$ cat src/design/ata_write_pkg.sv
// Constants, register indices and state type for the ATA PIO write command block.
// Assumes a 10 MHz mclk and an APB master that places each task-file register on a word.
//
// Contract
// - Block size of one sector is always accepted.
// - BSY rises within 400 ns of acceptance.
// - Multiple write interrupts per block, else like single.
// - DRQ raised only at each block start.
// - Full blocks, then partial block of count mod size.
// - Multiple write aborts if unprogrammed or disabled.
// - Error posted after block; stops at failing sector.
// - Interrupt when DRQ rises at each block start but the first.
// - On error: failing address, residual sector count.
// - Opcode CDh is multiple write without erase.
// - Opcodes 30h/31h write 1..256; zero means 256.
// - LBA from drive/head, cylinder and sector registers.
// - Single write: BSY, then DRQ, no first interrupt.
// - Per sector: BSY, then DRQ with interrupt.
// - After last sector BSY until done, then interrupt.
// - Error leaves failing sector address in registers.
// - Opcode 38h is sector write without erase.
// - Opcode C5h is the multiple write command.
// - Not pre-erased sector gets an ordinary write.
package ata_write_pkg;

  // ----------------------------------------------------------------
  // Register indices; the byte address is four times the index.
  // ----------------------------------------------------------------
  localparam logic [3:0] IDX_DATA = 4'h0;
  localparam logic [3:0] IDX_FEATURE = 4'h1;
  localparam logic [3:0] IDX_COUNT = 4'h2;
  localparam logic [3:0] IDX_SECNUM = 4'h3;
  localparam logic [3:0] IDX_CYL_LO = 4'h4;
  localparam logic [3:0] IDX_CYL_HI = 4'h5;
  localparam logic [3:0] IDX_DRVHD = 4'h6;
  localparam logic [3:0] IDX_CMD = 4'h7;
  localparam logic [3:0] IDX_MULTI_CFG = 4'h8;

  // ----------------------------------------------------------------
  // Opcodes.
  // ----------------------------------------------------------------
  localparam logic [7:0] OP_WRITE_SEC = 8'h30;
  localparam logic [7:0] OP_WRITE_SEC_NR = 8'h31;
  localparam logic [7:0] OP_WRITE_SEC_NOERASE = 8'h38;
  localparam logic [7:0] OP_WRITE_MULTI = 8'hC5;
  localparam logic [7:0] OP_WRITE_MULTI_NOERASE = 8'hCD;

  // ----------------------------------------------------------------
  // Field positions and reset values.
  // ----------------------------------------------------------------
  localparam int ST_BIT_BSY = 7;
  localparam int ST_BIT_DRDY = 6;
  localparam int ST_BIT_DRQ = 3;
  localparam int ST_BIT_ERR = 0;
  localparam int ER_BIT_MEDIA = 6;
  localparam int ER_BIT_ABRT = 2;
  localparam int DH_BIT_LBA = 6;
  localparam int CFG_BIT_EN = 8;
  localparam logic [7:0] DRVHD_RESET = 8'hA0;
  localparam logic [7:0] COUNT_RESET = 8'h01;
  localparam logic [7:0] SECNUM_RESET = 8'h01;

  // ----------------------------------------------------------------
  // Timing.
  // ----------------------------------------------------------------
  localparam int MCLK_PERIOD_NS = 100;
  localparam int BSY_MAX_NS = 400;
  localparam int BSY_MAX_CYC = BSY_MAX_NS / MCLK_PERIOD_NS;
  localparam int WORDS_PER_SECTOR = 256;
  localparam int MAX_SECTORS = 256;

  typedef enum logic [2:0] {
    ST_IDLE,
    ST_ACCEPT,
    ST_WAIT_BUF,
    ST_XFER,
    ST_FLASH
  } wr_state_e;

endpackage

$ cat src/design/lba_step.sv
// Next sector address of the 28-bit task-file address.
// Assumes the caller decides when the step is taken.
`timescale 1ns/1ns
`default_nettype none
module lba_step (
  // Current address
  input wire logic [27:0] lba_cur,
  // Following address
  output logic [27:0] lba_next
);

  // The address wraps at the top of the 28-bit space rather than faulting.
  assign lba_next = lba_cur + 28'h000_0001;

endmodule
`default_nettype wire

$ cat src/design/ata_pio_sector_write.sv
// ATA PIO sector and multiple write engine with an APB task-file slave.
// Assumes a sector buffer taking one 16-bit word per pulse and a flash engine
// that answers each start pulse with a done pulse, all on mclk.
`timescale 1ns/1ns
`default_nettype none
module ata_pio_sector_write
  import ata_write_pkg::*;
#(
  parameter int MAX_BLOCK = 128,
  parameter int SECTOR_WORDS = WORDS_PER_SECTOR
) (
  // Clock and reset
  input wire logic mclk,
  input wire logic rst,
  // APB slave
  input wire logic psel,
  input wire logic penable,
  input wire logic pwrite,
  input wire logic [5:0] paddr,
  input wire logic [31:0] pwdata,
  output logic [31:0] prdata,
  output logic pready,
  output logic pslverr,
  // Host interrupt line
  output logic intrq,
  // Sector buffer
  input wire logic buf_ready,
  output logic [15:0] buf_wdata,
  output logic buf_wvalid,
  // Flash write engine
  input wire logic flash_done,
  input wire logic flash_error,
  output logic flash_start,
  output logic [27:0] flash_lba,
  output logic flash_lba_mode,
  output logic flash_no_erase
);

  localparam int WORD_W = $clog2(SECTOR_WORDS);
  localparam logic [WORD_W-1:0] WORD_LAST = WORD_W'(SECTOR_WORDS - 1);
  localparam logic [8:0] MAX_BLOCK_V = 9'(MAX_BLOCK);

  // ----------------------------------------------------------------
  // Elaboration checks.
  // ----------------------------------------------------------------
  initial begin
    if (MAX_BLOCK < 1 || MAX_BLOCK > 255) $error("MAX_BLOCK must lie in 1..255");
    if (SECTOR_WORDS < 2 || (1 << WORD_W) != SECTOR_WORDS) begin
      $error("SECTOR_WORDS must be a power of two");
    end
    if (BSY_MAX_CYC < 1) $error("clock too slow to raise BSY in time");
  end

  // ----------------------------------------------------------------
  // State.
  // ----------------------------------------------------------------
  wr_state_e st_r, st_nxt;
  logic bsy_r, bsy_nxt;
  logic drq_r, drq_nxt;
  logic err_r, err_nxt;
  logic [7:0] errreg_r, errreg_nxt;
  logic intrq_r, intrq_nxt;
  logic [7:0] cnt_r, cnt_nxt;
  logic [7:0] secn_r, secn_nxt;
  logic [7:0] cyll_r, cyll_nxt;
  logic [7:0] cylh_r, cylh_nxt;
  logic [7:0] dh_r, dh_nxt;
  logic mcfg_en_r, mcfg_en_nxt;
  logic [7:0] mblk_r, mblk_nxt;
  logic multi_r, multi_nxt;
  logic noerase_r, noerase_nxt;
  logic first_r, first_nxt;
  logic [8:0] remain_r, remain_nxt;
  logic [8:0] blk_left_r, blk_left_nxt;
  logic [WORD_W-1:0] word_r, word_nxt;
  logic err_pend_r, err_pend_nxt;
  logic pready_r, pready_nxt;
  logic [31:0] prdata_r, prdata_nxt;
  logic pslverr_r, pslverr_nxt;
  logic [15:0] buf_wdata_r, buf_wdata_nxt;
  logic buf_wvalid_r, buf_wvalid_nxt;
  logic flash_start_r, flash_start_nxt;
  logic [27:0] flash_lba_r, flash_lba_nxt;
  logic flash_lba_mode_r, flash_lba_mode_nxt;
  logic flash_no_erase_r, flash_no_erase_nxt;
  logic [27:0] lba_cur;
  logic [27:0] lba_inc;
  logic [3:0] idx;
  logic unmapped;
  logic stall;
  logic done_wr;
  logic done_rd;
  logic [7:0] status;
  logic [8:0] blk_len;
  logic is_multi;
  logic is_single;
  // Address formed from drive/head low nibble and the three address bytes.
  assign lba_cur = {dh_r[3:0], cylh_r, cyll_r, secn_r};
  lba_step u_step (
    .lba_cur(lba_cur),
    .lba_next(lba_inc)
  );
  assign idx = paddr[5:2];
  assign unmapped = (idx > IDX_MULTI_CFG);
  // Mid-block the flash write runs with DRQ still up; data writes wait on pready.
  assign stall = (idx == IDX_DATA) && pwrite && (st_r == ST_FLASH);
  assign done_wr = psel && penable && pready_r && pwrite;
  assign done_rd = psel && penable && pready_r && !pwrite;
  assign status = {bsy_r, !bsy_r, 1'b0, 1'b0, drq_r, 1'b0, 1'b0, err_r};
  assign is_multi = (pwdata[7:0] == OP_WRITE_MULTI) || (pwdata[7:0] == OP_WRITE_MULTI_NOERASE);
  assign is_single = (pwdata[7:0] == OP_WRITE_SEC) || (pwdata[7:0] == OP_WRITE_SEC_NR)
    || (pwdata[7:0] == OP_WRITE_SEC_NOERASE);
  // Partial last block is simply what remains once full blocks are spent.
  assign blk_len = (remain_r < {1'b0, mblk_r}) ? remain_r : {1'b0, mblk_r};

  // ----------------------------------------------------------------
  // Next-state logic.
  // ----------------------------------------------------------------
  always_comb begin
    st_nxt = st_r;
    bsy_nxt = bsy_r;
    drq_nxt = drq_r;
    err_nxt = err_r;
    errreg_nxt = errreg_r;
    intrq_nxt = intrq_r;
    cnt_nxt = cnt_r;
    secn_nxt = secn_r;
    cyll_nxt = cyll_r;
    cylh_nxt = cylh_r;
    dh_nxt = dh_r;
    mcfg_en_nxt = mcfg_en_r;
    mblk_nxt = mblk_r;
    multi_nxt = multi_r;
    noerase_nxt = noerase_r;
    first_nxt = first_r;
    remain_nxt = remain_r;
    blk_left_nxt = blk_left_r;
    word_nxt = word_r;
    err_pend_nxt = err_pend_r;
    pready_nxt = psel && penable && !pready_r && !stall;
    prdata_nxt = prdata_r;
    pslverr_nxt = psel && penable && !pready_r && unmapped;
    buf_wdata_nxt = buf_wdata_r;
    buf_wvalid_nxt = 1'b0;
    flash_start_nxt = 1'b0;
    flash_lba_nxt = flash_lba_r;
    flash_lba_mode_nxt = flash_lba_mode_r;
    flash_no_erase_nxt = flash_no_erase_r;
    // Register reads; reading status acknowledges the interrupt.
    if (psel && penable && !pready_r && !pwrite) begin
      case (idx)
        IDX_FEATURE: prdata_nxt = {24'h00_0000, errreg_r};
        IDX_COUNT: prdata_nxt = {24'h00_0000, cnt_r};
        IDX_SECNUM: prdata_nxt = {24'h00_0000, secn_r};
        IDX_CYL_LO: prdata_nxt = {24'h00_0000, cyll_r};
        IDX_CYL_HI: prdata_nxt = {24'h00_0000, cylh_r};
        IDX_DRVHD: prdata_nxt = {24'h00_0000, dh_r};
        IDX_CMD: prdata_nxt = {24'h00_0000, status};
        IDX_MULTI_CFG: prdata_nxt = {23'h00_0000, mcfg_en_r, mblk_r};
        default: prdata_nxt = 32'h0000_0000;
      endcase
    end
    if (done_rd && idx == IDX_CMD) begin
      intrq_nxt = 1'b0;
    end
    // Task-file writes are ignored while a command owns the registers.
    if (done_wr && !bsy_r && !drq_r) begin
      case (idx)
        IDX_COUNT: cnt_nxt = pwdata[7:0];
        IDX_SECNUM: secn_nxt = pwdata[7:0];
        IDX_CYL_LO: cyll_nxt = pwdata[7:0];
        IDX_CYL_HI: cylh_nxt = pwdata[7:0];
        IDX_DRVHD: dh_nxt = pwdata[7:0];
        IDX_MULTI_CFG: begin
          mcfg_en_nxt = pwdata[CFG_BIT_EN];
          // One sector always fits; oversize blocks count as unprogrammed.
          mblk_nxt = ({1'b0, pwdata[7:0]} <= MAX_BLOCK_V) ? pwdata[7:0] : 8'h00;
        end
        IDX_CMD: begin
          intrq_nxt = 1'b0;
          errreg_nxt = 8'h00;
          err_nxt = 1'b0;
          noerase_nxt = (pwdata[7:0] == OP_WRITE_SEC_NOERASE)
            || (pwdata[7:0] == OP_WRITE_MULTI_NOERASE);
          multi_nxt = is_multi;
          remain_nxt = (cnt_r == 8'h00) ? 9'(MAX_SECTORS) : {1'b0, cnt_r};
          first_nxt = 1'b1;
          err_pend_nxt = 1'b0;
          if (is_multi && (!mcfg_en_r || mblk_r == 8'h00)) begin
            err_nxt = 1'b1;
            errreg_nxt[ER_BIT_ABRT] = 1'b1;
            intrq_nxt = 1'b1;
          end else if (is_multi || is_single) begin
            bsy_nxt = 1'b1;
            st_nxt = ST_ACCEPT;
          end else begin
            err_nxt = 1'b1;
            errreg_nxt[ER_BIT_ABRT] = 1'b1;
            intrq_nxt = 1'b1;
          end
        end
        default: begin
        end
      endcase
    end
    case (st_r)
      ST_IDLE: begin
      end
      ST_ACCEPT: begin
        st_nxt = ST_WAIT_BUF;
      end
      ST_WAIT_BUF: begin
        if (buf_ready) begin
          bsy_nxt = 1'b0;
          drq_nxt = 1'b1;
          // No interrupt opens the first block; every later DRQ rise brings one.
          if (!first_r) begin
            intrq_nxt = 1'b1;
          end
          first_nxt = 1'b0;
          blk_left_nxt = multi_r ? blk_len : 9'h001;
          word_nxt = '0;
          st_nxt = ST_XFER;
        end
      end
      ST_XFER: begin
        // Data is only taken while DRQ stands, so early host writes are dropped.
        if (done_wr && idx == IDX_DATA) begin
          buf_wdata_nxt = pwdata[15:0];
          buf_wvalid_nxt = 1'b1;
          word_nxt = word_r + WORD_W'(1);
          if (word_r == WORD_LAST) begin
            st_nxt = ST_FLASH;
            if (!multi_r || blk_left_r == 9'h001) begin
              bsy_nxt = 1'b1;
              drq_nxt = 1'b0;
            end
            // After a failure the rest of the block is absorbed, not written.
            flash_start_nxt = !err_pend_r;
            flash_lba_nxt = lba_cur;
            flash_lba_mode_nxt = dh_r[DH_BIT_LBA];
            flash_no_erase_nxt = noerase_r;
          end
        end
      end
      ST_FLASH: begin
        if ((flash_done && !flash_start_r) || err_pend_r) begin
          blk_left_nxt = blk_left_r - 9'h001;
          if (err_pend_r || flash_error) begin
            // Address and residual freeze on the failing sector.
            err_pend_nxt = 1'b1;
            cnt_nxt = remain_r[7:0];
            if (!multi_r || blk_left_r == 9'h001) begin
              bsy_nxt = 1'b0;
              drq_nxt = 1'b0;
              err_nxt = 1'b1;
              errreg_nxt[ER_BIT_MEDIA] = 1'b1;
              intrq_nxt = 1'b1;
              st_nxt = ST_IDLE;
            end else begin
              word_nxt = '0;
              st_nxt = ST_XFER;
            end
          end else begin
            remain_nxt = remain_r - 9'h001;
            cnt_nxt = 8'(remain_r - 9'h001);
            if (remain_r == 9'h001) begin
              bsy_nxt = 1'b0;
              drq_nxt = 1'b0;
              intrq_nxt = 1'b1;
              st_nxt = ST_IDLE;
            end else begin
              {dh_nxt[3:0], cylh_nxt, cyll_nxt, secn_nxt} = lba_inc;
              word_nxt = '0;
              if (!multi_r || blk_left_r == 9'h001) begin
                st_nxt = ST_WAIT_BUF;
              end else begin
                st_nxt = ST_XFER;
              end
            end
          end
        end
      end
      default: begin
        st_nxt = ST_IDLE;
      end
    endcase
  end

  // ----------------------------------------------------------------
  // Registers.
  // ----------------------------------------------------------------
  always_ff @(posedge mclk) begin
    if (rst) begin
      st_r <= ST_IDLE;
      bsy_r <= 1'b0;
      drq_r <= 1'b0;
      err_r <= 1'b0;
      errreg_r <= 8'h00;
      intrq_r <= 1'b0;
      cnt_r <= COUNT_RESET;
      secn_r <= SECNUM_RESET;
      cyll_r <= 8'h00;
      cylh_r <= 8'h00;
      dh_r <= DRVHD_RESET;
      mcfg_en_r <= 1'b0;
      mblk_r <= 8'h00;
      multi_r <= 1'b0;
      noerase_r <= 1'b0;
      first_r <= 1'b0;
      remain_r <= 9'h000;
      blk_left_r <= 9'h000;
      word_r <= '0;
      err_pend_r <= 1'b0;
      pready_r <= 1'b0;
      prdata_r <= 32'h0000_0000;
      pslverr_r <= 1'b0;
      buf_wdata_r <= 16'h0000;
      buf_wvalid_r <= 1'b0;
      flash_start_r <= 1'b0;
      flash_lba_r <= 28'h000_0000;
      flash_lba_mode_r <= 1'b0;
      flash_no_erase_r <= 1'b0;
    end else begin
      st_r <= st_nxt;
      bsy_r <= bsy_nxt;
      drq_r <= drq_nxt;
      err_r <= err_nxt;
      errreg_r <= errreg_nxt;
      intrq_r <= intrq_nxt;
      cnt_r <= cnt_nxt;
      secn_r <= secn_nxt;
      cyll_r <= cyll_nxt;
      cylh_r <= cylh_nxt;
      dh_r <= dh_nxt;
      mcfg_en_r <= mcfg_en_nxt;
      mblk_r <= mblk_nxt;
      multi_r <= multi_nxt;
      noerase_r <= noerase_nxt;
      first_r <= first_nxt;
      remain_r <= remain_nxt;
      blk_left_r <= blk_left_nxt;
      word_r <= word_nxt;
      err_pend_r <= err_pend_nxt;
      pready_r <= pready_nxt;
      prdata_r <= prdata_nxt;
      pslverr_r <= pslverr_nxt;
      buf_wdata_r <= buf_wdata_nxt;
      buf_wvalid_r <= buf_wvalid_nxt;
      flash_start_r <= flash_start_nxt;
      flash_lba_r <= flash_lba_nxt;
      flash_lba_mode_r <= flash_lba_mode_nxt;
      flash_no_erase_r <= flash_no_erase_nxt;
    end
  end

  assign prdata = prdata_r;
  assign pready = pready_r;
  assign pslverr = pslverr_r;
  assign intrq = intrq_r;
  assign buf_wdata = buf_wdata_r;
  assign buf_wvalid = buf_wvalid_r;
  assign flash_start = flash_start_r;
  assign flash_lba = flash_lba_r;
  assign flash_lba_mode = flash_lba_mode_r;
  assign flash_no_erase = flash_no_erase_r;

endmodule
`default_nettype wire

$ cat config.mk
export PLATFORM = sky130hd
export DESIGN_NAME = ata_pio_sector_write
export DESIGN_NICKNAME = d
export VERILOG_FILES = /design/src/design/ata_write_pkg.sv /design/src/design/lba_step.sv /design/src/design/ata_pio_sector_write.sv
export SDC_FILE = /design/constraint.sdc
export NUM_CORES = 1
export LEC_CHECK = 0
export ABC_AREA = 1
export ABC_CLOCK_PERIOD_IN_PS = 4600
export BUFFER_PORTS_ARGS = -buffer_cell sky130_fd_sc_hd__buf_4
export CORE_MARGIN = 8
export CORE_UTILIZATION = 42
export CTS_CLUSTER_DIAMETER = 60
export DETAILED_ROUTE_END_ITERATION = 12
export PLACE_DENSITY = 0.68
export REMOVE_ABC_BUFFERS = 1
export SYNTH_ARGS = -nofsm -noshare
export SYNTH_HDL_FRONTEND = slang
export SYNTH_SLANG_ARGS = --single-unit
$ cat constraint.sdc
create_clock -name mclk -period 4.6 [get_ports mclk]
set_input_delay 0.23 -clock mclk [delete_from_list [all_inputs] [get_ports mclk]]
set_output_delay 0.23 -clock mclk [all_outputs]
set_load 0.01 [all_outputs]
==> results.toml, run 1 <==
[outcome]
status = "complete, no violations"

[drt]
drc_errors = 0
viasPerCell = 5.377
drt_pass1_iterations = 5
wirelength_um = 24360
drt-initial-drc-count = 711
vias = 8222
ant_nets = 0
wl_per_cell_um = 15.93

[clock_tree]
hold_buffers = 0
numClockSinks = 147
h-tree-depth = 4
cts.clk_slew.worst_paths_ns = 0.06
ctsResizeCount = 0
cts-root-buf = "clkbuf_16"
clk_latency_ns = 0.43
post_cts_buffers = 0
cts_tree = "yes"
cts_buffers = 17
clockBufferDepth = 2

[timing]
fin_skew_ns = 0.01051
period_share = 0.5343
worst_slew_pin_slew_ns = 1.025
post-route-min-period_ns = 2.458
drv_slew = 0
hold_violations = 0
setup_tns_ns = 0
maxSlewHeadroom = 0.3141
fin_ws_ns = 2.142
setup_viol = 0
fmax_mhz = 406.9
rsz0062_at_grt = "no"

[power]
clkPwrFrac = 0.478
p_switching_w = 0.0007154
combPwrFrac = 0.070
powerDensity_nw_per_um2 = 306.6
switching_share = 0.2489
p_leak_nw = 3.852
internal-power_w = 0.002158
peakVddDrop_v = 0.0002607
seqPwrFrac = 0.452

[floorplanning]
start_util = 0.4232
fp.coreArea_um2 = 19210
die_area_um2 = 24060
die_w_um = 155.1
pin_count = 129
die_h_um = 155.1
num_rows = 51

[worst_setup_path]
crit_type = "reg -> reg"
cp-start-kind = "flop"
cp-startpoint = "pready$_SDFF_PP0_"
worstPathArrival_ns = 2.81
critical_path_required_ns = 4.95
r2r-start = "pready$_SDFF_PP0_"
worstSetupEndpointType = "flop"
cp_max_fo = 16

[cells_and_area]
antenna_cells = 0
fill_cells = 1962
layout.nets = 1311
final_core_util = 0.4880
fin_area_um2 = 9373
area_growth_pct = 15.32
finalNonFillerCells = 1529
drive_above_1_share = 0.1226

[synthesis]
synth_edf_count = 0
synth_cells = 1188
synth_flop_cell = "dfxtp_1"
syn_avg_cell_area_um2 = 6.842
syn_area_um2 = 8128
synth_seq_area_share = 0.3621
synth_cell_types = 43
ys_warn_count = 0
synthArstFlopShare = 0
ys_ff_latch = 147

[placed_design]
post-place-cells = 1498
port_buffers = 87
place_ws_ns = 2.062
place_hpwl_um = 17450
dpl-instance-area_um2 = 8795
routabilityCongestion = 0.9569

[global_route]
grt_pass1_vias = 7633
antenna_found_initial = 0
grt.overflow.total = 0
grt_pass1_wl_um = 39220
grt_start_max_net_pins = 62
track_usage = 0.2021

[hold_path]
min_path_type = "in -> reg"
min_from = "pwdata[11]"

[flow_run]
cap_viol_max_count = 0
layer usage:
metal	vias to the layer above	GRT usage	part of all wire
li1	4092	-	-
met1	3747	0.2374	0.41
met2	329	0.3560	0.49
met3	54	0.04216	0.067
met4	0	0.07420	0.030
met5	-	0	0
final cells by class:
class                           count  area (um2)  share of cell area
Clock buffer                       19       442.9             0.04726
Clock inverter                     12       135.1             0.01442
Inverter                          150       565.5             0.06034
Multi-Input combinational cell    847        4287              0.4573
Sequential cell                   147        2943              0.3140
Tap cell                          265       331.6             0.03538
Timing Repair Buffer               89       668.1             0.07129
cells in the mapped netlist (6+ instances only):
| library cell | number | area [um2] |
|---|---|---|
| nand2_1 | 196 | 735.7 |
| dfxtp_1 | 147 | 2943 |
| inv_1 | 143 | 536.8 |
| a21oi_1 | 142 | 710.7 |
| nor2_1 | 114 | 427.9 |
| o21ai_0 | 112 | 560.5 |
| nand3_1 | 62 | 310.3 |
| o21ai_1 | 37 | 185.2 |
| nand4_1 | 27 | 168.9 |
| buf_4 | 24 | 180.2 |
| clkbuf_1 | 19 | 71.32 |
| o211ai_1 | 16 | 120.1 |
| a31oi_1 | 14 | 87.58 |
| buf_2 | 14 | 70.07 |
| ha_1 | 13 | 162.7 |
| xor2_1 | 13 | 113.9 |
| nor3_1 | 12 | 60.06 |
| a211oi_1 | 11 | 82.58 |
| buf_6 | 8 | 90.09 |
| o22ai_1 | 8 | 50.05 |
| inv_2 | 6 | 22.52 |
| nor2_2 | 6 | 37.54 |
flip-flops by register name, summed over array words and instances (netlist names), 2 cells and up:
register,count
errreg_r,2
word_r,8
cnt_r,8
blk_left_r,9
flash_lba,28
st_r,3
buf_wdata,16
secn_r,8
dh_r,8
mblk_r,8
cylh_r,8
remain_r,9
cyll_r,8
prdata,9
path summary, 6_finish.rpt:
kind	cells past startpoint	slack (ns)	end
min	3	0.03	buf_wdata[11]$_SDFFE_PP0P_
max reg2reg	8	2.14	cnt_r[0]$_SDFF_PP1_
min reg2reg	2	0.44	flash_lba[24]$_SDFFE_PP0P_
max	8	2.14	cnt_r[0]$_SDFF_PP1_
power groups by stage:
stage	registers [W]	clock network [W]	logic, W
after floorplan	0.00132	0	0.000125
after global placement	0.00133	0	0.000197
after detailed placement	0.00133	0	0.000198
after CTS	0.00130	0.00139	0.000199
after global routing	0.00130	0.00145	0.000229
final	0.00130	0.00137	0.000202
cells by family after synthesis:
logic type,after synthesis,synth area share
AO/OA/AOI/OAI,352,0.2334
other,1,0.0004614
buffers and inverters,216,0.1207
XOR/XNOR,16,0.01724
flip-flops,147,0.3621
adder cells (fa/ha/maj),13,0.02001
AND/OR/NAND/NOR,443,0.2462
critical path: stages (launching register included):
cell and delay [ns]:
dfxtp_1 0.37, nand3_1 0.10, nor2_1 0.13, nand2_1 0.35, nor2_1 0.91, a21oi_1 0.20, o21ai_0 0.14, o211ai_1 0.11
nand2_1 0.06
stage by stage:
stage	total power [W]	hold slack, ns
finish	0.002874	0.02963
global route	0.002977	0.01800
CTS	0.002886	0.01860
detailed placement	0.001525	0.4374
global placement	0.001523	0.4337
floorplan	0.001449	0.2991
cells in the final DEF (no fill, tap or decap), types with 23 or more instances in the layout:
cell type / count
a21oi_1: 142
buf_4: 89
conb_1: 23
dfxtp_1: 147
inv_1: 142
nand2_1: 196
nand3_1: 62
nand4_1: 27
nor2_1: 114
o21ai_0: 112
o21ai_1: 37
Power figures use the tool's default switching activity.
==> run 2: changes to the inputs <==
Settings changed: ABC_CLOCK_PERIOD_IN_PS 4600 to 2130, PLACE_DENSITY 0.68 to 0.71.
Clock period 4.6 ns to 2.13 ns, I/O delays scaled along.
==> results.toml, run 2 (synthesis gave the netlist of run 1 again) <==
[cells_and_area]
seqCellArea_um2 = 2943
multi_input_area_um2 = 4287
largest_reg_flops = 28
drive_above_1_share = 0.1420
fill_cells = 1924
layout.nets = 1357
layout_common_cells = "nand2_1, dfxtp_1, inv_1, a21oi_1, buf_4"
area_growth_pct = 20.61
fin_area_um2 = 9803
final_common_cell = "nand2_1"
antenna_cells = 0
final_core_util = 0.5104

[worst_setup_path]
cpMostUsedCell = "inv_1"
critical_path_required_ns = 2.46
worst-path-buf-inv = 5
cp_max_fo = 17
crit_type = "reg -> reg"
worstPathArrival_ns = 2.26
cp-startpoint = "remain_r[1]$_SDFF_PP0_"
crit_family = "simple AND/OR/NAND/NOR gates"
cp_cell_sequence = "inv_1, ha_1, inv_1, nor2_1, nand4_1, nand3_2, buf_4, o21ai_1, o21ai_0, inv_1, nand2_1, inv_1"
worst_path_max_delay_cell = "dfxtp_1"
r2r-start = "remain_r[1]$_SDFF_PP0_"
max_stage_delay_ns = 0.34
worstSetupEndpointType = "flop"
cp-start-kind = "flop"

[power]
internal-power_w = 0.004948
p_leak_nw = 4.097
combPwrFrac = 0.072
switching_share = 0.2361
peakVddDrop_v = 0.0005557
p_switching_w = 0.001530
seqPwrFrac = 0.433
powerDensity_nw_per_um2 = 660.8
clkPwrFrac = 0.495

[placed_design]
place_hpwl_um = 18440
routabilityCongestion = 0.9413
dpl-instance-area_um2 = 9055
place_ws_ns = 0.2377
port_buffers = 87

[timing]
rsz0062_at_grt = "no"
post-route-min-period_ns = 1.928
maxSlewHeadroom = 0.5741
drv_slew = 0
hold_violations = 0
fmax_mhz = 518.6
setup_viol = 0
fin_ws_ns = 0.2019
setup_tns_ns = 0
worst_slew_pin_slew_ns = 0.6388
fin_skew_ns = 0.007255
period_share = 0.9052

[floorplanning]
start_util = 0.4232
die_w_um = 155.1
fp.coreArea_um2 = 19210
num_rows = 51
die_h_um = 155.1
die_area_um2 = 24060
pin_count = 129

[global_route]
grt_pass1_vias = 7780
grt.overflow.total = 0
grt_pass1_wl_um = 40450
grt_start_max_net_pins = 62
antenna_found_initial = 0
track_usage = 0.2089

[drt]
wl_per_cell_um = 15.95
wirelength_um = 25120
drt_pass1_iterations = 6
ant_nets = 0
vias = 8333
drt-initial-drc-count = 701
drc_errors = 0
viasPerCell = 5.291

[clock_tree]
cts-root-buf = "clkbuf_16"
cts_buffers = 17
numClockSinks = 147
clockBufferDepth = 2
cts.clk_slew.worst_paths_ns = 0.06
h-tree-depth = 4
cts_tree = "yes"
clk_latency_ns = 0.43
post_cts_buffers = 0

[hold_path]
min_from = "pwdata[0]"
min_path_type = "in -> reg"

[outcome]
status = "complete, no violations"

[flow_run]
cap_viol_max_count = 0
## run 2: layer usage
metal,track usage,vias to the layer above,routed length [um]
li1,-,4170,-
met1,0.2498,3803,10480
met2,0.3525,293,12190
met3,0.04438,67,1558
met4,0.09753,0,894
met5,0,-,0
## run 2: per-stage QoR
| stage | hold WS, ns | total power (W) | cells |
|---|---|---|---|
| 2_1_floorplan | 0.1756 | 0.003130 | 1144 |
| 4_1_cts | 0.01877 | 0.006504 | 1575 |
| 3_3_place_gp | 0.3286 | 0.003295 | 1531 |
| 3_5_place_dp | 0.3351 | 0.003304 | 1531 |
| 6_report | 0.02261 | 0.006478 | 1575 |
| 5_1_grt | 0.04398 | 0.006683 | 1575 |
## run 2: power by group through the flow
stage               combinational, W  clock (W)  sequential (W)
CTS                         0.000459    0.00324         0.00280
finish                      0.000463    0.00321         0.00281
global route                0.000512    0.00336         0.00281
floorplan                   0.000270          0         0.00286
detailed placement          0.000439          0         0.00286
global placement            0.000430          0         0.00286
## run 2: worst paths after layout
path / endpoint / slack (ns) / depth (start not counted)
max: dh_r[3]$_SDFF_PP0_ / 0.20 / 12
min: cyll_r[0]$_SDFF_PP0_ / 0.02 / 3
max reg2reg: dh_r[3]$_SDFF_PP0_ / 0.20 / 12
min reg2reg: flash_lba[16]$_SDFFE_PP0P_ / 0.44 / 2
## run 2: area by class of cell
type	count	share of cell area
multi-input cells	847	0.4373
flip-flops and latches	147	0.3002
repair buffers	135	0.1080
inverters	150	0.05769
clock buffers	22	0.04735
well taps	265	0.03382
clock inverters	9	0.01570
## run 2: worst register-to-register path, cell delays in order (launching register included)
cell     delay [ns]
dfxtp_1        0.34
inv_1          0.13
ha_1           0.16
inv_1          0.04
nor2_1         0.09
nand4_1        0.20
nand3_2        0.21
buf_4          0.25
o21ai_1        0.09
o21ai_0        0.18
inv_1          0.06
nand2_1        0.06
inv_1          0.03
## run 2: timing repair
item / 4_1_cts / 5_1_grt
hold buffers: 13 / 0
resized for setup: 0 / 0
hold endpoints to repair: 14 / 0
==> run 3: changes to the inputs <==
Settings changed: CORE_UTILIZATION 42 to 52, PLACE_DENSITY 0.71 to 0.83.
==> results.toml, run 3 (synthesis gave the netlist of run 1 again) <==
[outcome]
status = "complete, no violations"

[floorplanning]
fp.coreArea_um2 = 15260
die_h_um = 141.0
pin_count = 129
die_w_um = 141.0
start_util = 0.5327
num_rows = 45
die_area_um2 = 19890

[cells_and_area]
antenna_cells = 0
drive_above_1_share = 0.1377
finalNonFillerCells = 1511
fill_cells = 1377
layout.nets = 1346
area_growth_pct = 18.40
seqCellArea_um2 = 2943
multi_input_area_um2 = 4287
largest_reg_flops = 28
fin_area_um2 = 9623
layout_common_cells = "nand2_1, dfxtp_1, inv_1, a21oi_1, nor2_1"
final_common_cell = "nand2_1"

[worst_setup_path]
reg2regPathDepth = 9
worstSetupEndpointType = "flop"
critical_path_required_ns = 2.42
cp_cell_sequence = "dlygate4sd3_1, buf_4, nor2_4, nand2_2, nor2_4, inv_2, nor2_8, nand3_4, buf_4, o21ai_1, a21oi_1"
r2r_slack_ns = 0.20
crit_type = "in -> reg"
worst_path_max_delay_cell = "dlygate4sd3_1"
worstPathArrival_ns = 2.23
worst-path-buf-inv = 4
r2r-start = "secn_r[2]$_SDFF_PP0_"
max_stage_delay_ns = 0.54
cp_max_fo = 61
worstReg2RegEnd = "dh_r[1]$_SDFF_PP0_"
crit_family = "buffers and inverters"
cp-start-kind = "input port"

[timing]
setup_tns_ns = 0
drv_slew = 0
post-route-min-period_ns = 1.932
hold_violations = 0
fmax_mhz = 517.5
maxSlewHeadroom = 0.5943
fin_skew_ns = 0.007487
setup_viol = 0
period_share = 0.9072
rsz0062_at_grt = "no"
worst_slew_pin_slew_ns = 0.6086
holdWs_ns = 0.03129

[clock_tree]
cts.clk_slew.worst_paths_ns = 0.06
clockBufferDepth = 2
numClockSinks = 147
cts_tree = "yes"
cts_buffers = 17
post_cts_buffers = 0
h-tree-depth = 4
cts-root-buf = "clkbuf_16"
clk_latency_ns = 0.43

[global_route]
grt.overflow.total = 0
grt_pass1_vias = 7815
grt_start_max_net_pins = 78
track_usage = 0.2425
grt_pass1_wl_um = 39190
antenna_found_initial = 0

[hold_path]
hold_depth = 3
min_path_type = "in -> reg"
hold_end = "cyll_r[7]$_SDFF_PP0_"
min_from = "pwdata[7]"

[placed_design]
place_hpwl_um = 17300
post-place-cells = 1467
routabilityCongestion = 1.009
dpl-instance-area_um2 = 8912
port_buffers = 87

[drt]
ant_nets = 0
wl_per_cell_um = 15.89
viasPerCell = 5.603
vias = 8466
drt_pass1_iterations = 8
drt-initial-drc-count = 854
wirelength_um = 24010
drc_errors = 0

[power]
peakVddDrop_v = 0.0005519
clkPwrFrac = 0.475
seqPwrFrac = 0.450
powerDensity_nw_per_um2 = 648.4
internal-power_w = 0.004714
switching_share = 0.2445
power.total_w = 0.006239
p_switching_w = 0.001525
combPwrFrac = 0.075
p_leak_nw = 4.014

[flow_run]
cap_viol_max_count = 0
[run 3: layout make-up]
cell class	instances	share of cell area
flip-flops and latches	147	0.3058
multi-input cells	847	0.4455
clock inverters	12	0.01365
clock buffers	20	0.04746
inverters	150	0.05903
well taps	211	0.02743
repair buffers	124	0.1012
[run 3: through the flow]
step | setup slack (ns) | util
after floorplan | 0.2127 | -
final | 0.1977 | 0.6307
after global placement | 0.2742 | 0.5841
after CTS | 0.2377 | 0.6305
after detailed placement | 0.2630 | 0.5841
after global routing | 0.01456 | 0.6307
[run 3: repair_timing]
| item | in CTS | in global routing |
|---|---|---|
| gates resized for setup | 0 | 2 |
| hold endpoints to repair | 13 | 0 |
| setup endpoints to repair | 0 | 1 |
| hold buffers | 12 | 0 |
[run 3: power by group through the flow]
stage                     sequential [W]  combinational (W)  clock (W)
after global placement           0.00286           0.000425          0
after CTS                        0.00281           0.000457    0.00301
after global routing             0.00281           0.000513    0.00315
final                            0.00281           0.000467    0.00297
after floorplan                  0.00286           0.000270          0
after detailed placement         0.00287           0.000435          0
[run 3: worst min-delay path: stages]
cell	delay, ns
buf_4	0.14
a21oi_1	0.12
a211oi_1	0.05
[run 3: worst max-delay path by stage]
| stage | from | endpoint | depth (start not counted) |
|---|---|---|---|
| after floorplan | remain_r[1]$_SDFF_PP0_ | cyll_r[5]$_SDFF_PP0_ | 10 |
| after global placement | remain_r[1]$_SDFF_PP0_ | cyll_r[5]$_SDFF_PP0_ | 10 |
| after detailed placement | paddr[2] | flash_lba[10]$_SDFFE_PP0P_ | 10 |
| after CTS | paddr[5] | flash_lba[10]$_SDFFE_PP0P_ | 11 |
| after global routing | st_r[1]$_SDFF_PP0_ | word_r[6]$_SDFFE_PP0P_ | 10 |
| final | paddr[5] | flash_lba[10]$_SDFFE_PP0P_ | 11 |
[run 3: routing by layer]
layer | global-route usage | share of wire | up-vias
met3 | 0.05841 | 0.078 | 86
met4 | 0.1431 | 0.048 | 0
met2 | 0.4044 | 0.47 | 377
li1 | - | - | 4155
met1 | 0.2785 | 0.40 | 3848
met5 | 0 | 0 | -
